**config.mk**
```make
export PLATFORM = sky130hd
export DESIGN_NAME = flash_command_protection_ctrl
export DESIGN_NICKNAME = d
export VERILOG_FILES = /design/src/logic/flash_ctrl_pkg.sv /design/src/logic/flash_command_protection_ctrl.sv
export VERILOG_INCLUDE_DIRS = /design/src /design/src/logic
export SDC_FILE = /design/constraint.sdc
export NUM_CORES = 1
export LEC_CHECK = 0
export ABC_AREA = 1
export BUFFER_PORTS_ARGS = -buffer_cell sky130_fd_sc_hd__buf_4
export CAP_MARGIN = 30
export CORE_ASPECT_RATIO = 1.75
export CORE_MARGIN = 8
export CORE_UTILIZATION = 45
export CTS_CLUSTER_SIZE = 8
export DETAILED_ROUTE_END_ITERATION = 7
export PLACE_DENSITY = 0.7
export SLEW_MARGIN = 20
export SYNTH_ARGS = -nofsm -noshare
export SYNTH_HDL_FRONTEND = slang
export SYNTH_SLANG_ARGS = --single-unit
export TNS_END_PERCENT = 5
```
**constraint.sdc**
```tcl
create_clock -name sys_clk -period 2.8 [get_ports sys_clk]
set_input_delay 0.14 -clock sys_clk [delete_from_list [all_inputs] [get_ports sys_clk]]
set_output_delay 0.14 -clock sys_clk [all_outputs]
set_load 0.05 [all_outputs]
```
**src/logic/flash_ctrl_cfg.svh**
```systemverilog
// Purpose: Constants for the flash command and protection controller
// Assumes: 10 MHz sys_clk
// Notes:   Offsets of status bits, command codes, timing counts
`ifndef FLASH_CTRL_CFG_SVH
`define FLASH_CTRL_CFG_SVH
`define CMD_ERASE_SETUP   8'h20
`define CMD_ERASE_CONFIRM 8'hd0
`define CMD_READ_ARRAY    8'hff
`define CMD_CLEAR_STATUS  8'h50
`define CMD_READ_STATUS   8'h70
`define SR_READY          7
`define SR_ERASE_ERR      5
`define SR_SEQ_ERR        4
`define SR_SUPPLY_ERR     3
`define SR_LOCK_ERR       1
`define SR_RESET          8'h80
`define ERASE_TIME_US     100
`define CLK_MHZ           10
`define ERASE_CYCLES      (`ERASE_TIME_US * `CLK_MHZ)
`define LAT_RESET         3'h3
`endif

```
**src/logic/flash_ctrl_pkg.sv**
```systemverilog
// Purpose: Types for the flash command and protection controller
// Assumes: Used with flash_ctrl_cfg.svh
// Notes:   Mode and state encodings
package flash_ctrl_pkg;
  typedef enum logic [1:0] {
    MODE_ARRAY  = 2'b00,
    MODE_STATUS = 2'b01,
    MODE_SETUP  = 2'b10
  } read_mode_e;
  typedef enum logic [1:0] {
    WSM_IDLE  = 2'b00,
    WSM_ERASE = 2'b01
  } wsm_state_e;
  typedef logic [4:0] block_t;
endpackage

```
**src/logic/flash_command_protection_ctrl.sv**
```systemverilog
// Purpose: Command front end, erase sequencer, protection and burst stall
// Assumes: Select, write, lock and supply pins sampled through three flops; one clock
// Notes:   Array core is external; erase result comes from erase_fail
// Operation
// - Stall once crossing first 16-word boundary
// - Four-word aligned start gives no stall
// - Start at group end stalls latency code
// - Stall at most once, only on crossing
// - Stall indicator output shows the boundary stall
// - Erase starts only after 20H then D0H
// - Bits 4 and 5 flag bad sequence
// - Bit 5 alone flags erase failure
// - Bit 1 flags lock pin refusal
// - Low program supply fails all, bit 3
// - Error bits sticky until clear-status command
// - FFH write returns to read-array mode
// - Lock pin low fails lockable blocks
// - Lockable: main plus two boot blocks
// - Reset disables device, all blocks locked
// - Deselected in read-array mode: standby, outputs float
// - Deselect during erase finishes operation first
// - Write taken only with select and strobe low
// - Array changes only after full sequence
// - Read-array mode after power-up or reset
// - After erase stay in status mode
// - After array read enter idle power saving
`include "flash_ctrl_cfg.svh"
`timescale 1ns/1ps
`default_nettype none
module flash_command_protection_ctrl #(
  parameter int ERASE_CYCLES = `ERASE_CYCLES,
  parameter bit TOP_BOOT     = 1'b1,
  parameter int NUM_BLOCKS   = 23
) (
  input  wire  logic                   sys_clk,
  input  wire  logic                   nrst,
  input  wire  logic                   chip_sel_n,
  input  wire  logic                   write_n,
  input  wire  logic                   out_en_n,
  input  wire  logic                   write_protect_n,
  input  wire  logic                   supply_ok,
  input  wire  logic [7:0]             cmd_data,
  input  wire  logic [4:0]             cmd_block,
  input  wire  logic                   burst_start,
  input  wire  logic                   burst_next,
  input  wire  logic                   burst_continuous,
  input  wire  logic [3:0]             burst_addr,
  input  wire  logic [2:0]             latency_code,
  input  wire  logic                   erase_fail,
  input  wire  logic [15:0]            array_data,
  output logic [7:0]                   operation_status,
  output logic [15:0]                  dq_out,
  output logic                         dq_oe_n,
  output logic                         stall_n,
  output logic                         erase_go,
  output logic [4:0]                   erase_block,
  output logic                         idle_power_saving,
  output logic                         standby
);
  import flash_ctrl_pkg::*;

  function automatic logic lockable(input logic [4:0] b);
    if (TOP_BOOT)
      lockable = (b < 5'h0f) || (b == 5'h15) || (b == 5'h16);
    else
      lockable = (b > 5'h07) || (b == 5'h00) || (b == 5'h01);
  endfunction

  // Pin synchronisers: three flops, change taken when last two agree
  logic [2:0] cs_s_r, we_s_r, wp_s_r, vpp_s_r;
  logic       cs_n_r, we_n_r, wp_n_r, vpp_ok_r;
  logic       cs_n_nxt, we_n_nxt, wp_n_nxt, vpp_ok_nxt;
  always_comb begin
    cs_n_nxt   = (cs_s_r[1] == cs_s_r[2]) ? cs_s_r[2] : cs_n_r;
    we_n_nxt   = (we_s_r[1] == we_s_r[2]) ? we_s_r[2] : we_n_r;
    wp_n_nxt   = (wp_s_r[1] == wp_s_r[2]) ? wp_s_r[2] : wp_n_r;
    vpp_ok_nxt = (vpp_s_r[1] == vpp_s_r[2]) ? vpp_s_r[2] : vpp_ok_r;
  end
  always_ff @(posedge sys_clk or negedge nrst) begin
    if (!nrst) begin
      cs_s_r   <= 3'h7;
      we_s_r   <= 3'h7;
      wp_s_r   <= 3'h0;
      vpp_s_r  <= 3'h0;
      cs_n_r   <= 1'b1;
      we_n_r   <= 1'b1;
      wp_n_r   <= 1'b0;
      vpp_ok_r <= 1'b0;
    end else begin
      cs_s_r   <= {cs_s_r[1:0], chip_sel_n};
      we_s_r   <= {we_s_r[1:0], write_n};
      wp_s_r   <= {wp_s_r[1:0], write_protect_n};
      vpp_s_r  <= {vpp_s_r[1:0], supply_ok};
      cs_n_r   <= cs_n_nxt;
      we_n_r   <= we_n_nxt;
      wp_n_r   <= wp_n_nxt;
      vpp_ok_r <= vpp_ok_nxt;
    end
  end

  // Command front end and write state machine
  read_mode_e mode_r, mode_nxt;
  wsm_state_e wsm_r, wsm_nxt;
  logic [7:0]  status_r, status_nxt;
  logic [4:0]  blk_r, blk_nxt;
  logic [15:0] cnt_r, cnt_nxt;
  logic        wr_seen_r, wr_seen_nxt;
  logic        go_r, go_nxt;
  logic        wr_stb;
  logic        busy;
  assign busy   = (wsm_r == WSM_ERASE);
  assign wr_stb = !cs_n_r && !we_n_r && !wr_seen_r;

  always_comb begin
    mode_nxt    = mode_r;
    wsm_nxt     = wsm_r;
    status_nxt  = status_r;
    blk_nxt     = blk_r;
    cnt_nxt     = cnt_r;
    go_nxt      = 1'b0;
    wr_seen_nxt = !cs_n_r && !we_n_r;
    case (wsm_r)
      WSM_ERASE: begin
        // Runs to completion whatever chip select does
        if (cnt_r == 16'h0000) begin
          wsm_nxt = WSM_IDLE;
          status_nxt[`SR_READY] = 1'b1;
          if (erase_fail)
            status_nxt[`SR_ERASE_ERR] = 1'b1;
        end else begin
          cnt_nxt = cnt_r - 16'h0001;
        end
      end
      WSM_IDLE: begin
        if (wr_stb) begin
          if (mode_r == MODE_SETUP) begin
            mode_nxt = MODE_STATUS;
            if (cmd_data != `CMD_ERASE_CONFIRM) begin
              status_nxt[`SR_ERASE_ERR] = 1'b1;
              status_nxt[`SR_SEQ_ERR]   = 1'b1;
            end else if (!vpp_ok_r) begin
              status_nxt[`SR_SUPPLY_ERR] = 1'b1;
            end else if (!wp_n_r && lockable(cmd_block)) begin
              status_nxt[`SR_LOCK_ERR]  = 1'b1;
              status_nxt[`SR_ERASE_ERR] = 1'b1;
            end else begin
              wsm_nxt = WSM_ERASE;
              blk_nxt = cmd_block;
              go_nxt  = 1'b1;
              cnt_nxt = 16'(ERASE_CYCLES - 1);
              status_nxt[`SR_READY] = 1'b0;
            end
          end else begin
            case (cmd_data)
              `CMD_READ_ARRAY:   mode_nxt = MODE_ARRAY;
              `CMD_READ_STATUS:  mode_nxt = MODE_STATUS;
              `CMD_ERASE_SETUP:  mode_nxt = MODE_SETUP;
              `CMD_CLEAR_STATUS: status_nxt = `SR_RESET;
              default: begin
                mode_nxt = MODE_STATUS;
                status_nxt[`SR_ERASE_ERR] = 1'b1;
                status_nxt[`SR_SEQ_ERR]   = 1'b1;
              end
            endcase
          end
        end
      end
      default: wsm_nxt = WSM_IDLE;
    endcase
  end

  // Reset forces read-array, idle, nothing erasing
  always_ff @(posedge sys_clk or negedge nrst) begin
    if (!nrst) begin
      mode_r    <= MODE_ARRAY;
      wsm_r     <= WSM_IDLE;
      status_r  <= `SR_RESET;
      blk_r     <= 5'h00;
      cnt_r     <= 16'h0000;
      wr_seen_r <= 1'b0;
      go_r      <= 1'b0;
    end else begin
      mode_r    <= mode_nxt;
      wsm_r     <= wsm_nxt;
      status_r  <= status_nxt;
      blk_r     <= blk_nxt;
      cnt_r     <= cnt_nxt;
      wr_seen_r <= wr_seen_nxt;
      go_r      <= go_nxt;
    end
  end

  // Continuous burst boundary stall
  logic [2:0] stall_cnt_r, stall_cnt_nxt;
  logic [3:0] addr_r, addr_nxt;
  logic       stall_done_r, stall_done_nxt;
  logic       in_burst_r, in_burst_nxt;
  always_comb begin
    stall_cnt_nxt  = stall_cnt_r;
    addr_nxt       = addr_r;
    stall_done_nxt = stall_done_r;
    in_burst_nxt   = in_burst_r;
    if (burst_start && burst_continuous) begin
      in_burst_nxt   = 1'b1;
      addr_nxt       = burst_addr;
      stall_cnt_nxt  = 3'h0;
      stall_done_nxt = (burst_addr[1:0] == 2'b00);
    end else if (stall_cnt_r != 3'h0) begin
      stall_cnt_nxt = stall_cnt_r - 3'h1;
    end else if (in_burst_r && burst_next) begin
      addr_nxt = addr_r + 4'h1;
      if (addr_r == 4'hf && !stall_done_r) begin
        stall_done_nxt = 1'b1;
        // Any start not four-word aligned pays the full latency
        stall_cnt_nxt  = latency_code;
      end
    end
    if (cs_n_r)
      in_burst_nxt = 1'b0;
  end
  always_ff @(posedge sys_clk or negedge nrst) begin
    if (!nrst) begin
      stall_cnt_r  <= 3'h0;
      addr_r       <= 4'h0;
      stall_done_r <= 1'b1;
      in_burst_r   <= 1'b0;
    end else begin
      stall_cnt_r  <= stall_cnt_nxt;
      addr_r       <= addr_nxt;
      stall_done_r <= stall_done_nxt;
      in_burst_r   <= in_burst_nxt;
    end
  end

  // Output stage, all registered
  logic        sb_nxt, aps_nxt, oe_n_nxt, stall_n_nxt;
  logic [15:0] dq_nxt;
  always_comb begin
    sb_nxt      = cs_n_r && (mode_r == MODE_ARRAY) && !busy;
    oe_n_nxt    = cs_n_r || out_en_n;
    stall_n_nxt = !(stall_cnt_nxt != 3'h0);
    aps_nxt     = idle_power_saving;
    dq_nxt      = dq_out;
    if (!cs_n_r) begin
      if (mode_r == MODE_ARRAY) begin
        // Hold last word at low power until array_data differs from it
        aps_nxt = (dq_out == array_data);
        dq_nxt  = array_data;
      end else begin
        aps_nxt = 1'b0;
        dq_nxt  = {8'h00, status_nxt};
      end
    end
  end
  always_ff @(posedge sys_clk or negedge nrst) begin
    if (!nrst) begin
      standby           <= 1'b0;
      dq_oe_n           <= 1'b1;
      stall_n           <= 1'b1;
      idle_power_saving <= 1'b0;
      dq_out            <= 16'h0000;
      operation_status  <= `SR_RESET;
      erase_go          <= 1'b0;
      erase_block       <= 5'h00;
    end else begin
      standby           <= sb_nxt;
      dq_oe_n           <= oe_n_nxt;
      stall_n           <= stall_n_nxt;
      idle_power_saving <= aps_nxt;
      dq_out            <= dq_nxt;
      operation_status  <= status_nxt;
      erase_go          <= go_nxt;
      erase_block       <= blk_nxt;
    end
  end
endmodule
`default_nettype wire

```
==> results of run 1 <==
[layer usage]
metal,vias up,GRT usage [%],routed length [um]
li1,1732,-,-
met5,-,0,0
met2,87,28.2,4860
met1,1579,17.9,3890
met3,13,3.89,476
met4,0,6.30,157
[timing repair]
action / CTS / global route
hold buffers: 5 / 1
setup buffers: 0 / 0
endpoints found under the hold margin: 5 / 26
[synthesized netlist by cell type, types with 2 or more instances]
library cell and n:
sky130_fd_sc_hd__dfstp_2 12, sky130_fd_sc_hd__a21oi_1 6, sky130_fd_sc_hd__o22ai_1 10, sky130_fd_sc_hd__o21ai_0 16, sky130_fd_sc_hd__xor2_1 4, sky130_fd_sc_hd__a22o_1 3, sky130_fd_sc_hd__dfrtp_1 67, sky130_fd_sc_hd__a31oi_1 3
sky130_fd_sc_hd__ha_1 4, sky130_fd_sc_hd__inv_1 71, sky130_fd_sc_hd__nand2_1 144, sky130_fd_sc_hd__o211ai_1 5, sky130_fd_sc_hd__or2_2 7, sky130_fd_sc_hd__nand4_1 7, sky130_fd_sc_hd__o21ai_2 4, sky130_fd_sc_hd__clkbuf_1 2
sky130_fd_sc_hd__xnor2_1 8, sky130_fd_sc_hd__buf_6 2, sky130_fd_sc_hd__maj3_1 4, sky130_fd_sc_hd__nor4_1 2, sky130_fd_sc_hd__clkinv_1 3, sky130_fd_sc_hd__nand3_1 28, sky130_fd_sc_hd__nor3_1 12, sky130_fd_sc_hd__inv_2 2
sky130_fd_sc_hd__nor2_1 49, sky130_fd_sc_hd__nor2_2 5
[power groups by stage]
| stage | clock network [W] | logic, W | registers, W |
|---|---|---|---|
| after floorplan | 0 | 0.000266 | 0.00135 |
| after global placement | 0 | 0.000459 | 0.00131 |
| after detailed placement | 0 | 0.000470 | 0.00131 |
| after CTS | 0.00138 | 0.000479 | 0.00129 |
| after global routing | 0.00142 | 0.000544 | 0.00130 |
| final | 0.00134 | 0.000479 | 0.00129 |
[final timing paths]
check / to / slack [ns] / startpoint / cells past startpoint
max reg2reg: cnt_r[7] / 0.79 / cnt_r[0] / 13
max: cnt_r[7] / 0.79 / cnt_r[0] / 13
min in group asynchronous: addr_r[1] / 0.29 / nrst / 2
min reg2reg: vpp_s_r[1] / 0.35 / vpp_s_r[0] / 0
max in group asynchronous: cs_s_r[0] / 1.87 / nrst / 3
min: erase_block[0] / 0.02 / cmd_block[0] / 3
[sequential cells by signal (all words and copies together) (netlist names), 2 cells and up]
signal            count
cnt_r                16
we_s_r                3
erase_block           5
dq_out               16
operation_status      8
addr_r                4
vpp_s_r               3
mode_r                2
wp_s_r                3
cs_s_r                3
stall_cnt_r           3
[worst register-to-register path, stage by stage (launching register included)]
cell and delay (ns):
sky130_fd_sc_hd__dfrtp_1 0.39, sky130_fd_sc_hd__inv_1 0.16, sky130_fd_sc_hd__ha_1 0.21, sky130_fd_sc_hd__inv_1 0.06, sky130_fd_sc_hd__nor2_1 0.09, sky130_fd_sc_hd__nand2_1 0.08
sky130_fd_sc_hd__nor2_2 0.13, sky130_fd_sc_hd__nand3_2 0.09, sky130_fd_sc_hd__o21ai_2 0.08, sky130_fd_sc_hd__inv_2 0.06, sky130_fd_sc_hd__nand2_4 0.18, sky130_fd_sc_hd__inv_4 0.13
sky130_fd_sc_hd__nand2_1 0.12, sky130_fd_sc_hd__nand3_1 0.09
[per-stage QoR]
step,setup slack (ns),instances,hold slack [ns]
floorplan,1.12,490,-0.156
global placement,0.910,681,0.250
detailed placement,0.842,681,0.251
CTS,0.797,702,0.00574
global route,0.591,704,0.0347
finish,0.794,704,0.0231
[logic make-up (layout without fill, tap and decap cells)]
kind of cell,count (synthesis),in the layout,synth area share (%)
AND/OR/NAND/NOR,257,257,27.7
XOR/XNOR,12,12,2.67
buffers and inverters,83,180,8.50
flip-flops,79,79,50.7
adder cells (fa/ha/maj),8,8,2.29
AO/OA/AOI/OAI,51,51,8.18
[cell usage in the layout (no fill, tap or decap), drive strengths merged, types with 5 or more instances in the layout]
cell           n
o211ai         5
dfstp         12
buf           81
inv           75
o22ai         10
nor3          12
nand3         29
o21ai         21
or2            7
a21oi          6
dfrtp         67
nor2          54
nand2        145
clkbuf        11
dlygate4sd3    6
xnor2          8
nand4          8
[cell type report]
type,instances,area (um^2),share of cell area (%)
inverters,77,292,5.75
repair buffers,87,688,13.6
multi-input cells,328,1610,31.7
well taps,117,146,2.89
clock inverters,5,104,2.05
flip-flops and latches,79,1990,39.3
clock buffers,11,243,4.79
==> flow_results.xml, run 1 <==
<?xml version="1.0" encoding="UTF-8"?>
<metrics>
  <group name="timing">
    <metric name="worstMarginPinSlew" unit="ns">0.425</metric>
    <metric name="max_freq" unit="MHz">498</metric>
    <metric name="remaining_max_slew_budget_at_the_tightest_pin" unit="%">71.6</metric>
    <metric name="fin_crit" unit="ns">2.01</metric>
    <metric name="setup-violations-final" unit="">0</metric>
    <metric name="report.final.slew_viol_count" unit="">0</metric>
    <metric name="rsz0062_at_grt" unit="">false</metric>
    <metric name="period_share" unit="%">71.7</metric>
    <metric name="tns" unit="ns">0</metric>
    <metric name="worst_clock_skew" unit="ns">0.00467</metric>
    <metric name="hold_viol" unit="">0</metric>
  </group>
  <group name="clock_network">
    <metric name="insertion_delay" unit="ns">0.33</metric>
    <metric name="h_tree_depth" unit="">3</metric>
    <metric name="tritoncts_num_sinks" unit="">79</metric>
    <metric name="clock-root-buffer" unit="">sky130_fd_sc_hd__clkbuf_16</metric>
    <metric name="tritoncts" unit="">yes</metric>
    <metric name="postCtsResizedCells" unit="">0</metric>
    <metric name="cts.reportedPaths.clkPinSlew" unit="ns">0.06</metric>
    <metric name="cts_made_buffers" unit="">9</metric>
    <metric name="clock_tree.buffer_depth" unit="">2</metric>
  </group>
  <group name="detailed_routing">
    <metric name="first_drt_iteration_drcs" unit="">154</metric>
    <metric name="drtAntennaViolNets" unit="">0</metric>
    <metric name="wl_per_cell" unit="um">13.3</metric>
    <metric name="vias_per_cell" unit="">4.85</metric>
    <metric name="route.detailed.drc" unit="">0</metric>
    <metric name="totalWireLength" unit="mm">9.39</metric>
    <metric name="detailedRoute.firstPassIterationCount" unit="">4</metric>
    <metric name="vias" unit="">3411</metric>
  </group>
  <group name="global_routing">
    <metric name="pin_count_of_the_biggest_net_entering_global_routing" unit="">80</metric>
    <metric name="grt_antenna_before_repair" unit="">0</metric>
    <metric name="grt_usage" unit="%">16.1</metric>
    <metric name="first_global_vias" unit="">3337</metric>
    <metric name="gr-total-overflow" unit="">0</metric>
    <metric name="grt_first_pass_wirelength" unit="mm">15.6</metric>
  </group>
  <group name="layout">
    <metric name="final_core_utilization" unit="%">58.9</metric>
    <metric name="finalInstanceArea" unit="um^2">5070</metric>
    <metric name="total_nets_final" unit="">633</metric>
    <metric name="fillers" unit="">774</metric>
    <metric name="antennaDiodeCount" unit="">0</metric>
    <metric name="drive_gt1_share" unit="%">22.1</metric>
    <metric name="area_growth" unit="%">29.0</metric>
  </group>
  <group name="placed_design">
    <metric name="detailed_place_hpwl" unit="mm">7.14</metric>
    <metric name="io_buffer_count" unit="">80</metric>
    <metric name="place_congestion" unit="">0.871</metric>
    <metric name="dpl_cell_area" unit="um^2">4640</metric>
  </group>
  <group name="power">
    <metric name="seqPwrFrac" unit="%">41.5</metric>
    <metric name="internal_power" unit="W">0.00233</metric>
    <metric name="power_switching" unit="W">0.000789</metric>
    <metric name="clockPowerShare" unit="%">43.1</metric>
    <metric name="power-per-cell-area" unit="nW/um^2">615</metric>
    <metric name="totalPowerFinal" unit="W">0.00312</metric>
    <metric name="leakage_power" unit="nW">2.69</metric>
    <metric name="power.ir.vdd_worst" unit="uV">402</metric>
    <metric name="netSwitchingFraction" unit="%">25.3</metric>
    <metric name="power.combinational.fraction" unit="%">15.4</metric>
  </group>
  <group name="critical_path">
    <metric name="cells_traversed_along_the_worst_timing_path" unit="">inv_1 -&gt; ha_1 -&gt; inv_1 -&gt; nor2_1 -&gt; nand2_1 -&gt; nor2_2 -&gt; nand3_2 -&gt; o21ai_2 -&gt; inv_2 -&gt; nand2_4 -&gt; inv_4 -&gt; nand2_1 -&gt; nand3_1</metric>
    <metric name="end_kind" unit="">flip-flop</metric>
    <metric name="critical_path.n_buffers_inverters" unit="">4</metric>
    <metric name="critical_path.max_fanout" unit="">19</metric>
    <metric name="cp_startpoint_kind" unit="">flip-flop</metric>
    <metric name="cpPeakStageDelay" unit="ns">0.39</metric>
    <metric name="critical_path.top_delay_family" unit="">simple AND/OR/NAND/NOR gates</metric>
    <metric name="cp_slowest_cell" unit="">sky130_fd_sc_hd__dfrtp_1</metric>
    <metric name="critPathKind" unit="">flip-flop to flip-flop</metric>
    <metric name="required" unit="ns">3.00</metric>
    <metric name="worst_ep_arrival_time" unit="ns">2.21</metric>
  </group>
  <group name="die">
    <metric name="chipWidth" unit="um">86.7</metric>
    <metric name="rows" unit="">45</metric>
    <metric name="ios" unit="">81</metric>
    <metric name="die_area" unit="um^2">12100</metric>
    <metric name="core-area" unit="um^2">8610</metric>
    <metric name="die_h" unit="um">140</metric>
    <metric name="initial_utilization" unit="%">45.6</metric>
  </group>
  <group name="synth">
    <metric name="synth_warnings" unit="">0</metric>
    <metric name="syn-cell-area" unit="um^2">3930</metric>
    <metric name="synth-seq-area-share" unit="%">50.7</metric>
    <metric name="ys.flop_type" unit="">sky130_fd_sc_hd__dfrtp_1</metric>
    <metric name="synth_fp_nets" unit="">541</metric>
    <metric name="ys_async_sr_fraction" unit="%">100</metric>
    <metric name="synth.top_cells.by_area" unit="">sky130_fd_sc_hd__dfrtp_1 43%, sky130_fd_sc_hd__nand2_1 14%, sky130_fd_sc_hd__dfstp_2 8.0%</metric>
    <metric name="area_leader_netlist" unit="">sky130_fd_sc_hd__dfrtp_1</metric>
    <metric name="synth.top_cell.area_share" unit="%">42.6</metric>
    <metric name="netlist_instances" unit="">490</metric>
    <metric name="number_of_enable_flip_flop_cells_after_synthesis" unit="">0</metric>
    <metric name="syn_area_per_cell" unit="um^2">8.03</metric>
    <metric name="postSynthRegisterBits" unit="">79</metric>
    <metric name="ys_types" unit="">36</metric>
  </group>
  <group name="job">
    <metric name="max_cap_violations" unit="">0</metric>
  </group>
  <group name="min_path">
    <metric name="worstHoldPathType" unit="">input port to flip-flop</metric>
  </group>
  <group name="run_status">
    <metric name="run_status" unit="">complete, no violations</metric>
  </group>
</metrics>
(Power assumes the default switching activity.)
==> run 2, diff against run 1 <==
clock period = 1.98 ns   (was 2.8 ns; I/O delays follow)
==> flow_results.xml, run 2 (same netlist as run 1, synthesis figures left out) <==
<?xml version="1.0" encoding="UTF-8"?>
<metrics>
  <group name="clock_network">
    <metric name="tritoncts" unit="">yes</metric>
    <metric name="h_tree_depth" unit="">3</metric>
    <metric name="cts.reportedPaths.clkPinSlew" unit="ns">0.06</metric>
    <metric name="tritoncts_num_sinks" unit="">79</metric>
    <metric name="insertion_delay" unit="ns">0.34</metric>
    <metric name="clock-root-buffer" unit="">sky130_fd_sc_hd__clkbuf_16</metric>
    <metric name="cts_made_buffers" unit="">9</metric>
    <metric name="clock_tree.buffer_depth" unit="">2</metric>
  </group>
  <group name="power">
    <metric name="seqPwrFrac" unit="%">43.3</metric>
    <metric name="internal_power" unit="W">0.00307</metric>
    <metric name="leakage_power" unit="nW">2.73</metric>
    <metric name="power_switching" unit="W">0.00113</metric>
    <metric name="clockPowerShare" unit="%">40.0</metric>
    <metric name="netSwitchingFraction" unit="%">26.9</metric>
    <metric name="power.combinational.fraction" unit="%">16.7</metric>
    <metric name="power.ir.vdd_worst" unit="uV">431</metric>
    <metric name="power-per-cell-area" unit="nW/um^2">815</metric>
  </group>
  <group name="detailed_routing">
    <metric name="first_drt_iteration_drcs" unit="">112</metric>
    <metric name="m1WireLength" unit="mm">3.96</metric>
    <metric name="vias_per_cell" unit="">4.95</metric>
    <metric name="vias" unit="">3551</metric>
    <metric name="wire_length_on_met2" unit="mm">4.99</metric>
    <metric name="detailedRoute.firstPassIterationCount" unit="">4</metric>
    <metric name="totalWireLength" unit="mm">9.78</metric>
    <metric name="maxUsedRoutingLayer" unit="">met4</metric>
    <metric name="met3_wirelength" unit="um">487</metric>
    <metric name="route.detailed.drc" unit="">0</metric>
    <metric name="wl_per_cell" unit="um">13.6</metric>
    <metric name="drtAntennaViolNets" unit="">0</metric>
  </group>
  <group name="timing">
    <metric name="worstMarginPinSlew" unit="ns">0.523</metric>
    <metric name="period_share" unit="%">90.6</metric>
    <metric name="report.final.slew_viol_count" unit="">0</metric>
    <metric name="rsz0062_at_grt" unit="">false</metric>
    <metric name="setup_ws" unit="ns">0.185</metric>
    <metric name="max_freq" unit="MHz">557</metric>
    <metric name="worst_clock_skew" unit="ns">0.00625</metric>
    <metric name="remaining_max_slew_budget_at_the_tightest_pin" unit="%">65.1</metric>
    <metric name="hold_viol" unit="">0</metric>
    <metric name="tns" unit="ns">0</metric>
    <metric name="fin_crit" unit="ns">1.79</metric>
    <metric name="setup-violations-final" unit="">0</metric>
  </group>
  <group name="global_routing">
    <metric name="pin_count_of_the_biggest_net_entering_global_routing" unit="">42</metric>
    <metric name="first_global_vias" unit="">3526</metric>
    <metric name="grt_usage" unit="%">17.0</metric>
    <metric name="gr-total-overflow" unit="">0</metric>
    <metric name="grt_first_pass_wirelength" unit="mm">16.3</metric>
    <metric name="grt_antenna_before_repair" unit="">0</metric>
  </group>
  <group name="critical_path">
    <metric name="critPathKind" unit="">flip-flop to flip-flop</metric>
    <metric name="end_kind" unit="">flip-flop</metric>
    <metric name="required" unit="ns">2.18</metric>
    <metric name="critical_path.max_fanout" unit="">16</metric>
    <metric name="cp_startpoint_kind" unit="">flip-flop</metric>
    <metric name="ff2ff_path_depth" unit="">13</metric>
    <metric name="worst_ep_arrival_time" unit="ns">1.99</metric>
  </group>
  <group name="min_path">
    <metric name="worstHoldPathType" unit="">input port to flip-flop</metric>
    <metric name="hold-path-cell-count" unit="">2</metric>
  </group>
  <group name="die">
    <metric name="rows" unit="">45</metric>
    <metric name="die_h" unit="um">140</metric>
    <metric name="core-area" unit="um^2">8610</metric>
    <metric name="ios" unit="">81</metric>
    <metric name="die_area" unit="um^2">12100</metric>
    <metric name="initial_utilization" unit="%">45.6</metric>
    <metric name="chipWidth" unit="um">86.7</metric>
  </group>
  <group name="job">
    <metric name="max_cap_violations" unit="">0</metric>
  </group>
  <group name="layout">
    <metric name="layout_commonest_cell" unit="">sky130_fd_sc_hd__nand2_1</metric>
    <metric name="mostFrequentLayoutCells" unit="">143 x sky130_fd_sc_hd__nand2_1, 87 x sky130_fd_sc_hd__buf_4, 70 x sky130_fd_sc_hd__inv_1</metric>
    <metric name="multi_input_area" unit="um^2">1620</metric>
    <metric name="drive_gt1_share" unit="%">23.5</metric>
    <metric name="antennaDiodeCount" unit="">0</metric>
    <metric name="fillers" unit="">758</metric>
    <metric name="area_growth" unit="%">31.2</metric>
    <metric name="biggest_registers_after_layout" unit="">cnt_r: 16 flops, dq_out: 16 flops, operation_status: 8 flops</metric>
    <metric name="total_nets_final" unit="">647</metric>
    <metric name="sequential_cell_area" unit="um^2">1990</metric>
  </group>
  <group name="run_status">
    <metric name="run_status" unit="">complete, no violations</metric>
  </group>
  <group name="placed_design">
    <metric name="place_congestion" unit="">0.836</metric>
    <metric name="dp_slack" unit="ns">0.0520</metric>
    <metric name="io_buffer_count" unit="">80</metric>
    <metric name="detailed_place_hpwl" unit="mm">7.47</metric>
  </group>
</metrics>
-- run 2: changes by cell type in the layout (fill, tap and decap cells not counted), sizes merged --
cell	delta
clkinvlp	+1
bufinv	-2
clkinv	+2
inv	-1
buf	+7
dlygate4sd3	+7
-- run 2: area by class of cell --
cell class,instances,share of cell area [%]
tap,117,2.84
timing repair buffer,101,15.6
clock buffer,11,4.90
multi-input combinational,328,31.3
inverter,77,5.65
clock inverter,5,1.09
sequential,79,38.6
-- run 2: worst max-delay path, stage by stage (launching register included) --
cell                      delay (ns)
sky130_fd_sc_hd__dfrtp_1        0.37
sky130_fd_sc_hd__inv_1          0.10
sky130_fd_sc_hd__ha_2           0.19
sky130_fd_sc_hd__inv_1          0.05
sky130_fd_sc_hd__nor2_1         0.08
sky130_fd_sc_hd__nand2_1        0.11
sky130_fd_sc_hd__nor2_4         0.13
sky130_fd_sc_hd__nand3_2        0.09
sky130_fd_sc_hd__o21ai_2        0.07
sky130_fd_sc_hd__inv_2          0.05
sky130_fd_sc_hd__nand2_4        0.13
sky130_fd_sc_hd__inv_4          0.11
sky130_fd_sc_hd__nand2_2        0.09
sky130_fd_sc_hd__nand3_1        0.09
-- run 2: worst paths after layout --
path	slack [ns]	endpoint	from
setup reg to reg	0.19	cnt_r[7]	cnt_r[1]
min in group asynchronous	0.28	addr_r[3]	nrst
hold reg to reg	0.35	vpp_s_r[1]	vpp_s_r[0]
setup / recovery	0.19	cnt_r[7]	cnt_r[1]
hold / removal	0.02	dq_out[13]	array_data[13]
max in group asynchronous	1.04	cs_s_r[1]	nrst
-- run 2: power groups by stage --
stage	clock network, W	logic (W)	registers [W]
CTS	0.00173	0.000713	0.00182
detailed placement	0	0.000689	0.00185
finish	0.00168	0.000704	0.00182
global placement	0	0.000666	0.00184
global route	0.00179	0.000797	0.00183
floorplan	0	0.000376	0.00190
-- run 2: repair_timing --
action                                  4_1_cts  5_1_grt
endpoints found under the setup margin        0       13
setup buffers                                 0        2
gates resized for setup                       0        4
hold buffers                                 13        0
endpoints found under the hold margin        45        0
-- run 2: routing by layer --
layer	track usage (%)	up-vias
met1	18.3	1640
met3	3.54	25
met4	10.3	0
met2	29.2	113
li1	-	1773
met5	0	-
-- run 2: through the flow --
| step | cell area, um^2 | hold slack, ns | cells | util, % | total power, W |
|---|---|---|---|---|---|
| 6_report | 5160 | 0.0164 | 718 | 59.9 | 0.00420 |
| 5_1_grt | 5160 | 0.00744 | 718 | 59.9 | 0.00442 |
| 4_1_cts | 5130 | 0.00398 | 716 | 59.6 | 0.00427 |
| 3_5_place_dp | 4690 | 0.113 | 687 | 54.5 | 0.00254 |
| 3_3_place_gp | 4690 | 0.113 | 687 | 54.5 | 0.00251 |
| 2_1_floorplan | 3930 | -0.197 | 490 | - | 0.00228 |
